--- config.mk ---
export PLATFORM = sky130hd
export DESIGN_NAME = cpu_dsp_register_file
export DESIGN_NICKNAME = d
export VERILOG_FILES = /design/src/inc/dsp_regs_pkg.sv /design/src/rtl/cpu_dsp_register_file.sv
export SDC_FILE = /design/constraint.sdc
export NUM_CORES = 1
export LEC_CHECK = 0
export ABC_AREA = 0
export BUFFER_PORTS_ARGS = -buffer_cell sky130_fd_sc_hd__buf_2
export CORE_ASPECT_RATIO = 0.6
export CORE_MARGIN = 2
export CORE_UTILIZATION = 32
export DETAILED_ROUTE_END_ITERATION = 10
export PLACE_DENSITY_LB_ADDON = 0.12
export SLEW_MARGIN = 30
export SYNTH_ARGS = -nofsm -noshare
export SYNTH_HDL_FRONTEND = slang
export SYNTH_SLANG_ARGS = --single-unit
--- constraint.sdc ---
create_clock -name clk -period 39.3 [get_ports clk]
set_input_delay 1.965 -clock clk [delete_from_list [all_inputs] [get_ports clk]]
set_output_delay 1.965 -clock clk [all_outputs]
set_load 0.03 [all_outputs]
--- src/inc/dsp_regs_pkg.sv ---
// constants and carrier types for the processor/dsp register file
// assumes one core clock; decode and datapaths sit outside this block
package dsp_regs_pkg;
	localparam int ACC_W      = 40;
	localparam int WORD_W     = 32;
	localparam int GUARD_W    = 8;
	localparam logic [31:0] PTR_STEP   = 32'h0000_0004;
	localparam logic [31:0] PC_AHEAD   = 32'h0000_0004;
	localparam int FLG_GREATER = 7;
	localparam int FLG_NULL    = 6;
	localparam int FLG_BELOW   = 5;
	localparam int FLG_SUM_EXC = 4;
	localparam int FLG_SEL_LO  = 1;
	localparam int FLG_COND    = 0;
	localparam logic [31:0] FLAGS_RESET  = 32'h0000_0000;
	localparam logic [31:0] FLAGS_MASK   = 32'h0000_00FF;
	localparam logic [31:0] STATUS_RESET = 32'h0000_00F0;
	localparam logic [31:0] STATUS_MASK  = 32'h0FFF_0FFF;
	localparam int ST_COUNT_LO = 16;
	localparam int ST_YWRAP    = 11;
	localparam int ST_XWRAP    = 10;
	localparam int ST_STEP_HI  = 3;
	localparam int ST_STEP_LO  = 2;
	localparam logic [31:0] PC_RESET = 32'h0000_0000;
	// condition select codes
	localparam logic [2:0] SEL_CARRY   = 3'h0;
	localparam logic [2:0] SEL_NEG     = 3'h1;
	localparam logic [2:0] SEL_ZERO    = 3'h2;
	localparam logic [2:0] SEL_OVF     = 3'h3;
	localparam logic [2:0] SEL_SGT     = 3'h4;
	localparam logic [2:0] SEL_SABOVE  = 3'h5;

	// control register selector for load/store
	typedef enum logic [1:0] {
		CTRL_LOOP_BEGIN,
		CTRL_LOOP_FINISH,
		CTRL_WRAP
	} ctrl_sel_t;

	// system register selector for core moves
	typedef enum logic [3:0] {
		SYS_MAC_HIGH,
		SYS_MAC_LOW,
		SYS_RETURN,
		SYS_PC,
		SYS_ACC0,
		SYS_XDAT0,
		SYS_XDAT1,
		SYS_YDAT0,
		SYS_YDAT1,
		SYS_FLAGS
	} sys_sel_t;

	// dsp destination selector
	typedef enum logic [2:0] {
		DST_ACC0,
		DST_ACC1,
		DST_MUL0,
		DST_MUL1,
		DST_X0,
		DST_X1,
		DST_Y0,
		DST_Y1
	} dsp_dst_t;

	typedef enum logic [1:0] {
		ADDR_REG,
		ADDR_POST_INC,
		ADDR_PRE_DEC
	} ctrl_addr_t;

	// control load/store request
	typedef struct packed {
		logic         load;
		logic         store;
		ctrl_sel_t    sel;
		ctrl_addr_t   mode;
		logic [31:0]  gpr_data;
		logic [31:0]  pointer;
	} ctrl_req_t;

	// dsp result bundle from the execution pipeline
	typedef struct packed {
		logic         valid;
		logic         conditional;
		logic         no_flag_update;
		logic         write_en;
		dsp_dst_t     dst;
		logic [39:0]  result;
		logic         carry;
		logic         compare;
		logic         cmp_greater;
		logic         cmp_equal;
		logic         cmp_less;
	} dsp_res_t;
endpackage

--- src/rtl/cpu_dsp_register_file.sv ---
// processor register file: loop/wrap, status word, system and dsp registers
// assumes pipeline supplies decoded requests, one per kind per cycle
`timescale 1ns/100ps
module cpu_dsp_register_file (
	input  wire logic                    clk,
	input  wire logic                    sys_rst,
	input  wire dsp_regs_pkg::ctrl_req_t ctrl_req,
	output logic [31:0]                  ctrl_rdata,
	output logic [31:0]                  ctrl_ptr_next,
	input  wire logic                    loop_set_begin,
	input  wire logic                    loop_set_finish,
	input  wire logic [11:0]             loop_disp,
	input  wire logic [31:0]             exec_pc,
	input  wire logic                    pc_load,
	input  wire logic [31:0]             pc_target,
	input  wire logic                    status_we,
	input  wire logic [31:0]             status_wdata,
	output logic [31:0]                  cpu_status_word,
	output logic [31:0]                  loop_begin_addr,
	output logic [31:0]                  loop_finish_addr,
	output logic [31:0]                  wrap_bounds,
	input  wire logic                    legacy_mac_we,
	input  wire logic [63:0]             legacy_mac_data,
	input  wire logic                    parallel_mul_op,
	input  wire logic                    call_taken,
	input  wire logic [31:0]             call_return_addr,
	input  wire logic                    sys_we,
	input  wire dsp_regs_pkg::sys_sel_t  sys_sel,
	input  wire logic [31:0]             sys_wdata,
	output logic [31:0]                  sys_rdata,
	input  wire dsp_regs_pkg::dsp_res_t  dsp_res,
	output logic [39:0]                  accumulator_zero,
	output logic [39:0]                  accumulator_one,
	output logic [31:0]                  dsp_flags_reg,
	output logic                         dsp_cond_flag,
	output logic                         dsp_exec_taken
);
	logic [31:0] mul_acc_high;
	logic [31:0] mul_acc_low;
	logic [31:0] return_link;
	logic [31:0] program_counter;
	logic [31:0] dat [2:7];
	logic [7:0]  guard_zero;
	logic [7:0]  guard_one;

	assign guard_zero = accumulator_zero[39:32];
	assign guard_one  = accumulator_one[39:32];

	// control register selection
	function automatic logic [31:0] ctrl_pick(input dsp_regs_pkg::ctrl_sel_t s,
		input logic [31:0] b, input logic [31:0] f, input logic [31:0] w);
		case (s)
			dsp_regs_pkg::CTRL_LOOP_BEGIN:  ctrl_pick = b;
			dsp_regs_pkg::CTRL_LOOP_FINISH: ctrl_pick = f;
			default:                        ctrl_pick = w;
		endcase
	endfunction

	// control load value and pointer arithmetic
	wire         ld_mem      = ctrl_req.mode == dsp_regs_pkg::ADDR_POST_INC;
	wire         st_mem      = ctrl_req.mode == dsp_regs_pkg::ADDR_PRE_DEC;
	wire [31:0]  ptr_inc     = ctrl_req.pointer + dsp_regs_pkg::PTR_STEP;
	wire [31:0]  ptr_dec     = ctrl_req.pointer - dsp_regs_pkg::PTR_STEP;
	wire [31:0]  disp_word   = {{19{loop_disp[11]}}, loop_disp, 1'b0};
	wire [31:0]  loop_target = exec_pc + disp_word;
	wire         wr_begin    = ctrl_req.load && ctrl_req.sel == dsp_regs_pkg::CTRL_LOOP_BEGIN;
	wire         wr_finish   = ctrl_req.load && ctrl_req.sel == dsp_regs_pkg::CTRL_LOOP_FINISH;
	wire         wr_wrap     = ctrl_req.load && ctrl_req.sel == dsp_regs_pkg::CTRL_WRAP;
	wire [31:0]  next_ptr    = ctrl_req.load && ld_mem ? ptr_inc :
	                           ctrl_req.store && st_mem ? ptr_dec : ctrl_req.pointer;

	// loop and wrap registers; written the cycle of the load so the next op sees them
	always_ff @(posedge clk or posedge sys_rst) begin
		if (sys_rst) begin
			loop_begin_addr  <= 32'h0000_0000;
			loop_finish_addr <= 32'h0000_0000;
			wrap_bounds      <= 32'h0000_0000;
		end else begin
			if (wr_begin)
				loop_begin_addr <= ctrl_req.gpr_data;
			else if (loop_set_begin)
				loop_begin_addr <= loop_target;
			if (wr_finish)
				loop_finish_addr <= ctrl_req.gpr_data;
			else if (loop_set_finish)
				loop_finish_addr <= loop_target;
			if (wr_wrap)
				wrap_bounds <= ctrl_req.gpr_data;
		end
	end

	// store data and pointer update back to the core, registered
	always_ff @(posedge clk or posedge sys_rst) begin
		if (sys_rst) begin
			ctrl_rdata    <= 32'h0000_0000;
			ctrl_ptr_next <= 32'h0000_0000;
		end else begin
			ctrl_rdata    <= ctrl_pick(ctrl_req.sel, loop_begin_addr, loop_finish_addr,
			                           wrap_bounds);
			ctrl_ptr_next <= next_ptr;
		end
	end

	// status word: loop_count, wrap enables, step code; reserved bits forced low
	always_ff @(posedge clk or posedge sys_rst) begin
		if (sys_rst)
			cpu_status_word <= dsp_regs_pkg::STATUS_RESET;
		else if (status_we)
			cpu_status_word <= status_wdata & dsp_regs_pkg::STATUS_MASK;
	end

	// system register writes
	wire w_mul_acc_high = sys_we && sys_sel == dsp_regs_pkg::SYS_MAC_HIGH;
	wire w_mul_acc_low = sys_we && sys_sel == dsp_regs_pkg::SYS_MAC_LOW;
	wire w_ret  = sys_we && sys_sel == dsp_regs_pkg::SYS_RETURN;
	// parallel multiply result never lands here
	wire mac_up = legacy_mac_we && !parallel_mul_op;

	always_ff @(posedge clk or posedge sys_rst) begin
		if (sys_rst) begin
			mul_acc_high <= 32'h0000_0000;
			mul_acc_low  <= 32'h0000_0000;
			return_link  <= 32'h0000_0000;
		end else begin
			if (mac_up) begin
				mul_acc_high <= legacy_mac_data[63:32];
				mul_acc_low  <= legacy_mac_data[31:0];
			end else begin
				if (w_mul_acc_high)
					mul_acc_high <= sys_wdata;
				if (w_mul_acc_low)
					mul_acc_low <= sys_wdata;
			end
			if (call_taken)
				return_link <= call_return_addr;
			else if (w_ret)
				return_link <= sys_wdata;
		end
	end

	// program counter tracks the executing instruction plus four unless pc_load loads pc_target
	always_ff @(posedge clk or posedge sys_rst) begin
		if (sys_rst)
			program_counter <= dsp_regs_pkg::PC_RESET;
		else if (pc_load)
			program_counter <= pc_target;
		else
			program_counter <= exec_pc + dsp_regs_pkg::PC_AHEAD;
	end

	// dsp flag computation, guard byte used for sign and overflow
	wire        res_neg  = dsp_res.result[39];
	wire        res_zero = dsp_res.result == 40'h00_0000_0000;
	wire        res_ovf  = dsp_res.result[39:32] != {8{dsp_res.result[31]}};
	wire        f_gt     = dsp_res.compare ? dsp_res.cmp_greater : (!res_neg && !res_zero);
	wire        f_z      = dsp_res.compare ? dsp_res.cmp_equal : res_zero;
	wire        f_n      = dsp_res.compare ? dsp_res.cmp_less : res_neg;
	wire [2:0]  sel      = dsp_flags_reg[3:1];
	logic       cond_hit;
	always_comb begin
		case (sel)
			dsp_regs_pkg::SEL_CARRY:  cond_hit = dsp_res.carry;
			dsp_regs_pkg::SEL_NEG:    cond_hit = f_n;
			dsp_regs_pkg::SEL_ZERO:   cond_hit = f_z;
			dsp_regs_pkg::SEL_OVF:    cond_hit = res_ovf;
			dsp_regs_pkg::SEL_SGT:    cond_hit = f_gt;
			dsp_regs_pkg::SEL_SABOVE: cond_hit = !f_n && !f_z; // signed above, magnitude sense
			default:                  cond_hit = 1'b0; // codes 110/111 not programmed
		endcase
	end

	// flags update only on unconditional processing; moves and pmul leave them
	wire flag_up = dsp_res.valid && !dsp_res.conditional && !dsp_res.no_flag_update;
	// conditional ops touch dsp registers only when the condition flag is set
	wire dsp_go  = dsp_res.valid && dsp_res.write_en &&
	               (!dsp_res.conditional || dsp_flags_reg[dsp_regs_pkg::FLG_COND]);
	wire [31:0] flags_new = {24'h00_0000, f_gt, f_z, f_n, res_ovf, sel, cond_hit};
	wire w_flags = sys_we && sys_sel == dsp_regs_pkg::SYS_FLAGS;
	// one next value feeds both the register and the condition output, so they never part
	wire [31:0] next_flags = flag_up ? flags_new :
	                         w_flags ? (sys_wdata & dsp_regs_pkg::FLAGS_MASK) :
	                         dsp_flags_reg;

	always_ff @(posedge clk or posedge sys_rst) begin
		if (sys_rst)
			dsp_flags_reg <= dsp_regs_pkg::FLAGS_RESET;
		else
			dsp_flags_reg <= next_flags;
	end

	// accumulator zero core write sign-fills guard byte
	wire w_acc0 = sys_we && sys_sel == dsp_regs_pkg::SYS_ACC0;
	always_ff @(posedge clk or posedge sys_rst) begin
		if (sys_rst) begin
			accumulator_zero <= 40'h00_0000_0000;
			accumulator_one  <= 40'h00_0000_0000;
		end else begin
			if (dsp_go && dsp_res.dst == dsp_regs_pkg::DST_ACC0)
				accumulator_zero <= dsp_res.result;
			else if (w_acc0)
				accumulator_zero <= {{8{sys_wdata[31]}}, sys_wdata};
			if (dsp_go && dsp_res.dst == dsp_regs_pkg::DST_ACC1)
				accumulator_one <= dsp_res.result;
		end
	end

	// six 32-bit data registers; index follows dsp_dst_t encoding
	function automatic logic sys_hits(input dsp_regs_pkg::sys_sel_t s, input int i);
		case (i)
			4:       sys_hits = s == dsp_regs_pkg::SYS_XDAT0;
			5:       sys_hits = s == dsp_regs_pkg::SYS_XDAT1;
			6:       sys_hits = s == dsp_regs_pkg::SYS_YDAT0;
			7:       sys_hits = s == dsp_regs_pkg::SYS_YDAT1;
			default: sys_hits = 1'b0;
		endcase
	endfunction

	genvar gi;
	generate
		for (gi = 2; gi < 8; gi++) begin : g_dat
			always_ff @(posedge clk or posedge sys_rst) begin
				if (sys_rst)
					dat[gi] <= 32'h0000_0000;
				else if (dsp_go && dsp_res.dst == dsp_regs_pkg::dsp_dst_t'(gi))
					dat[gi] <= dsp_res.result[31:0];
				else if (sys_we && sys_hits(sys_sel, gi))
					dat[gi] <= sys_wdata;
			end
		end
	endgenerate

	// core-side system register read, registered
	logic [31:0] sys_mux;
	always_comb begin
		case (sys_sel)
			dsp_regs_pkg::SYS_MAC_HIGH: sys_mux = mul_acc_high;
			dsp_regs_pkg::SYS_MAC_LOW:  sys_mux = mul_acc_low;
			dsp_regs_pkg::SYS_RETURN:   sys_mux = return_link;
			dsp_regs_pkg::SYS_PC:       sys_mux = program_counter;
			dsp_regs_pkg::SYS_ACC0:     sys_mux = accumulator_zero[31:0];
			dsp_regs_pkg::SYS_XDAT0:    sys_mux = dat[4];
			dsp_regs_pkg::SYS_XDAT1:    sys_mux = dat[5];
			dsp_regs_pkg::SYS_YDAT0:    sys_mux = dat[6];
			dsp_regs_pkg::SYS_YDAT1:    sys_mux = dat[7];
			dsp_regs_pkg::SYS_FLAGS:    sys_mux = dsp_flags_reg & dsp_regs_pkg::FLAGS_MASK;
			default:                    sys_mux = 32'h0000_0000;
		endcase
	end

	always_ff @(posedge clk or posedge sys_rst) begin
		if (sys_rst) begin
			sys_rdata      <= 32'h0000_0000;
			dsp_exec_taken <= 1'b0;
			dsp_cond_flag  <= 1'b0;
		end else begin
			sys_rdata      <= sys_mux;
			dsp_exec_taken <= dsp_go;
			dsp_cond_flag  <= next_flags[dsp_regs_pkg::FLG_COND];
		end
	end
endmodule

==> impl_metrics.py <==
metrics = {
    "status": {
        "status": "finished, final reports clean",
    },
    "place": {
        "port_buffers": 669,
        "dp_hpwl_um": 85000,
        "gp_congestion": 0.879,
        "dpl-instance-area_um2": 32700,
    },
    "logic_synthesis": {
        "synth_area_leader_cell": "dfrtp_1",
        "synth_mux_area_share_pct": 16.1,
        "synth_top_family_by_area": "multiplexers",
        "synth_compound_area_share_pct": 15.1,
        "synthAdderAreaFrac_pct": 1.52,
        "synth_area_um2": 28400,
        "synth_xor_area_share_pct": 2.31,
        "avgSynthCellArea_um2": 10.0,
        "synth_flop_cell": "dfrtp_1",
        "synth-simple-area-share_pct": 11.5,
        "synth_edf_count": 0,
        "synth.top_cell.area_share_pct": 49.1,
        "synth-seq-cells": 561,
        "async_flop_share_pct": 100,
        "ys_seq_area_share_pct": 49.4,
        "ys.warnings.count": 0,
        "synth_cells": 2837,
        "yosysUniqueCellTypes": 83,
        "synth_area_leaders": "dfrtp_1 49%, mux2i_1 11%, o21ai_0 5.8%",
    },
    "finish": {
        "drive_above_1_share_pct": 28.2,
        "largest_reg_flops": 128,
        "final_common_cell": "buf_2",
        "area_growth_pct": 22.3,
        "design_area_um2": 34700,
        "final_core_util_pct": 39.6,
        "nFillCells": 8713,
        "biggestRegsByFlops": "dat x128, accumulator_one x40, accumulator_zero x40",
        "nNetsFinal": 3795,
        "regMostFlops": "dat",
        "final_cell_mix": "668 x buf_2, 557 x dfrtp_1, 375 x nand2_1",
    },
    "floorplan": {
        "die_area_um2": 91200,
        "ios": 710,
        "coreArea_um2": 87800,
        "fp.dieH_um": 235,
        "die_w_um": 389,
        "start_util_pct": 32.4,
        "std_cell_rows": 84,
    },
    "critical_path": {
        "cp.arrival_ns": 4.99,
        "slowest_stage": "buf_2",
        "critPathBufInv": 1,
        "crit_type": "input port to flop",
        "endpoint_kind": "flop",
        "start_kind": "input port",
        "crit_family": "compound AO/OA/AOI/OAI gates",
        "crit_required_ns": 39.81,
        "worstPathMaxFanout": 21,
        "r2r_slack_ns": 36.68,
        "cp_slowest_stage_delay_ns": 0.44,
        "path_common_cell": "nand4_1",
        "path_cells": "buf_2, ha_1, nand4_1, or3_1, a21o_1, nand4_1, a31oi_1, a21oi_1, xor2_1, a221o_1",
    },
    "timing": {
        "finalCritPeriodShare_pct": 11.4,
        "min_period_ns": 4.48,
        "worst_pin_slew_ns": 1.03,
        "setup_viol": 0,
        "rsz0062_at_grt": "no",
        "slew_violations": 0,
        "fin_tns_setup_ns": 0,
        "final_hold_viol_count": 0,
        "fin_skew_ns": 0.0375,
        "maxSlewHeadroom_pct": 31.5,
        "max_clock_freq_mhz": 223,
    },
    "global_route": {
        "grt_usage_pct": 25.2,
        "top_usage_layer": "met1",
        "grt_overflow_total": 0,
        "use_met3_pct": 4.15,
        "grt_start_max_net_pins": 161,
        "antenna_found_initial": 20,
        "grt_pass1_wl_um": 172000,
        "met1_usage_pct": 37.9,
        "grt_pass1_vias": 24800,
        "grtUsageMet2_pct": 37.4,
    },
    "power": {
        "p_per_area_nw_per_um2": 52.1,
        "cellLeakagePower_uw": 0.0171,
        "ir_drop_uv": 37.5,
        "total_power_uw": 1810,
    },
    "cts": {
        "cts_buffers": 56,
        "clockRootBuffer": "clkbuf_16",
        "cts_setup_buffers": 0,
        "clkSinkCount": 561,
        "postCtsResizedCells": 0,
        "hold_buffers": 0,
        "htree_num_levels": 2,
        "cts_buffer_depth": 3,
        "clkTransAtPathRegs_ns": 0.06,
        "cts_tree": "yes",
        "clock_latency_ns": 0.65,
    },
    "detailed_routing": {
        "ant_nets": 0,
        "wirelength_um": 118000,
        "drcViolationCount": 0,
        "route.detailed.wl_per_inst_um": 25.6,
        "dr.pass1.iters": 6,
        "vias": 24800,
        "drt_iter0_drc": 2329,
        "vias_per_cell": 5.37,
    },
    "job": {
        "drv_cap": 0,
    },
    "worst_hold_path": {
        "hp-class": "flop to flop",
    },
}
## cell type report
cell class / count / area (µm²) / area share (%)
inverters: 25 / 101 / 0.292
flip-flops and latches: 561 / 14000 / 40.4
clock buffers: 79 / 1650 / 4.74
multi-input cells: 2037 / 13500 / 38.8
repair buffers: 708 / 3690 / 10.6
diodes: 18 / 45.0 / 0.130
well taps: 1161 / 1450 / 4.18
clock inverters: 23 / 275 / 0.793
## final timing paths
kind / end / from / cells past startpoint
max reg2reg: accumulator_zero[14] / dsp_flags_reg[0] / 7
max: loop_finish_addr[28] / loop_disp[11] / 10
min in group asynchronous: accumulator_one[20] / sys_rst / 2
min reg2reg: sys_rdata[21] / program_counter[21] / 2
min: sys_rdata[21] / program_counter[21] / 2
max in group asynchronous: dat[7] / sys_rst / 6
## worst register-to-register path: stages, from the launching register on
cell and delay, ns:
dfrtp_1 0.45, inv_1 0.06, a21oi_1 0.28, nand2b_1 0.22, or3_2 0.63, buf_4 0.41
nor2_1 0.33, a21oi_1 0.06
## synth_stat cells (5+ instances only)
cell / count
xor2_1: 30
a22o_1: 16
o21ai_1: 6
a221oi_1: 30
a22oi_1: 73
dfrtp_1: 557
inv_1: 25
mux2i_1: 326
clkbuf_1: 176
mux2_2: 112
nand2b_1: 11
a21o_1: 23
nor2_1: 154
xnor2_1: 45
nor4_1: 17
ha_1: 33
buf_1: 32
a221o_1: 5
or4_1: 5
a222oi_1: 9
buf_4: 33
o21ai_0: 330
and3_1: 20
a21oi_1: 156
nand2_1: 382
o21a_1: 5
nor3_1: 31
nand3_1: 38
a211oi_1: 6
nor2b_1: 12
a31oi_1: 16
nand4_1: 26
or3_1: 8
## metal layers
metal  vias to the layer above  routed length [µm]
li1                      11200                   -
met1                     12600               56200
met2                       829               52100
met3                       136                7640
met4                         2                2270
met5                         -                   7
## logic make-up (layout without fill, tap and decap cells)
group | after synthesis | count (layout)
AO/OA/AOI/OAI | 719 | 719
AND/OR/NAND/NOR | 737 | 737
adder cells (fa/ha/maj) | 34 | 34
other | 1 | 50
flip-flops | 561 | 561
XOR/XNOR | 75 | 75
buffers and inverters | 270 | 835
multiplexers | 440 | 440
## metrics by stage
step / hold WS [ns] / worst slack (ns) / instances
2_1_floorplan: 0.449 / 21.65 / 2868
3_3_place_gp: 0.464 / 33.87 / 4491
3_5_place_dp: 0.474 / 33.76 / 4491
4_1_cts: 0.489 / 34.48 / 4593
5_1_grt: 0.509 / 34.64 / 4607
6_report: 0.487 / 34.82 / 4612
## report_power, final
group	switching [µW]	internal (µW)
Combinational	313	157
Clock	254	319
Sequential	75.8	691
Total	643	1170
No activity file was read; power rests on OpenSTA's default activity.
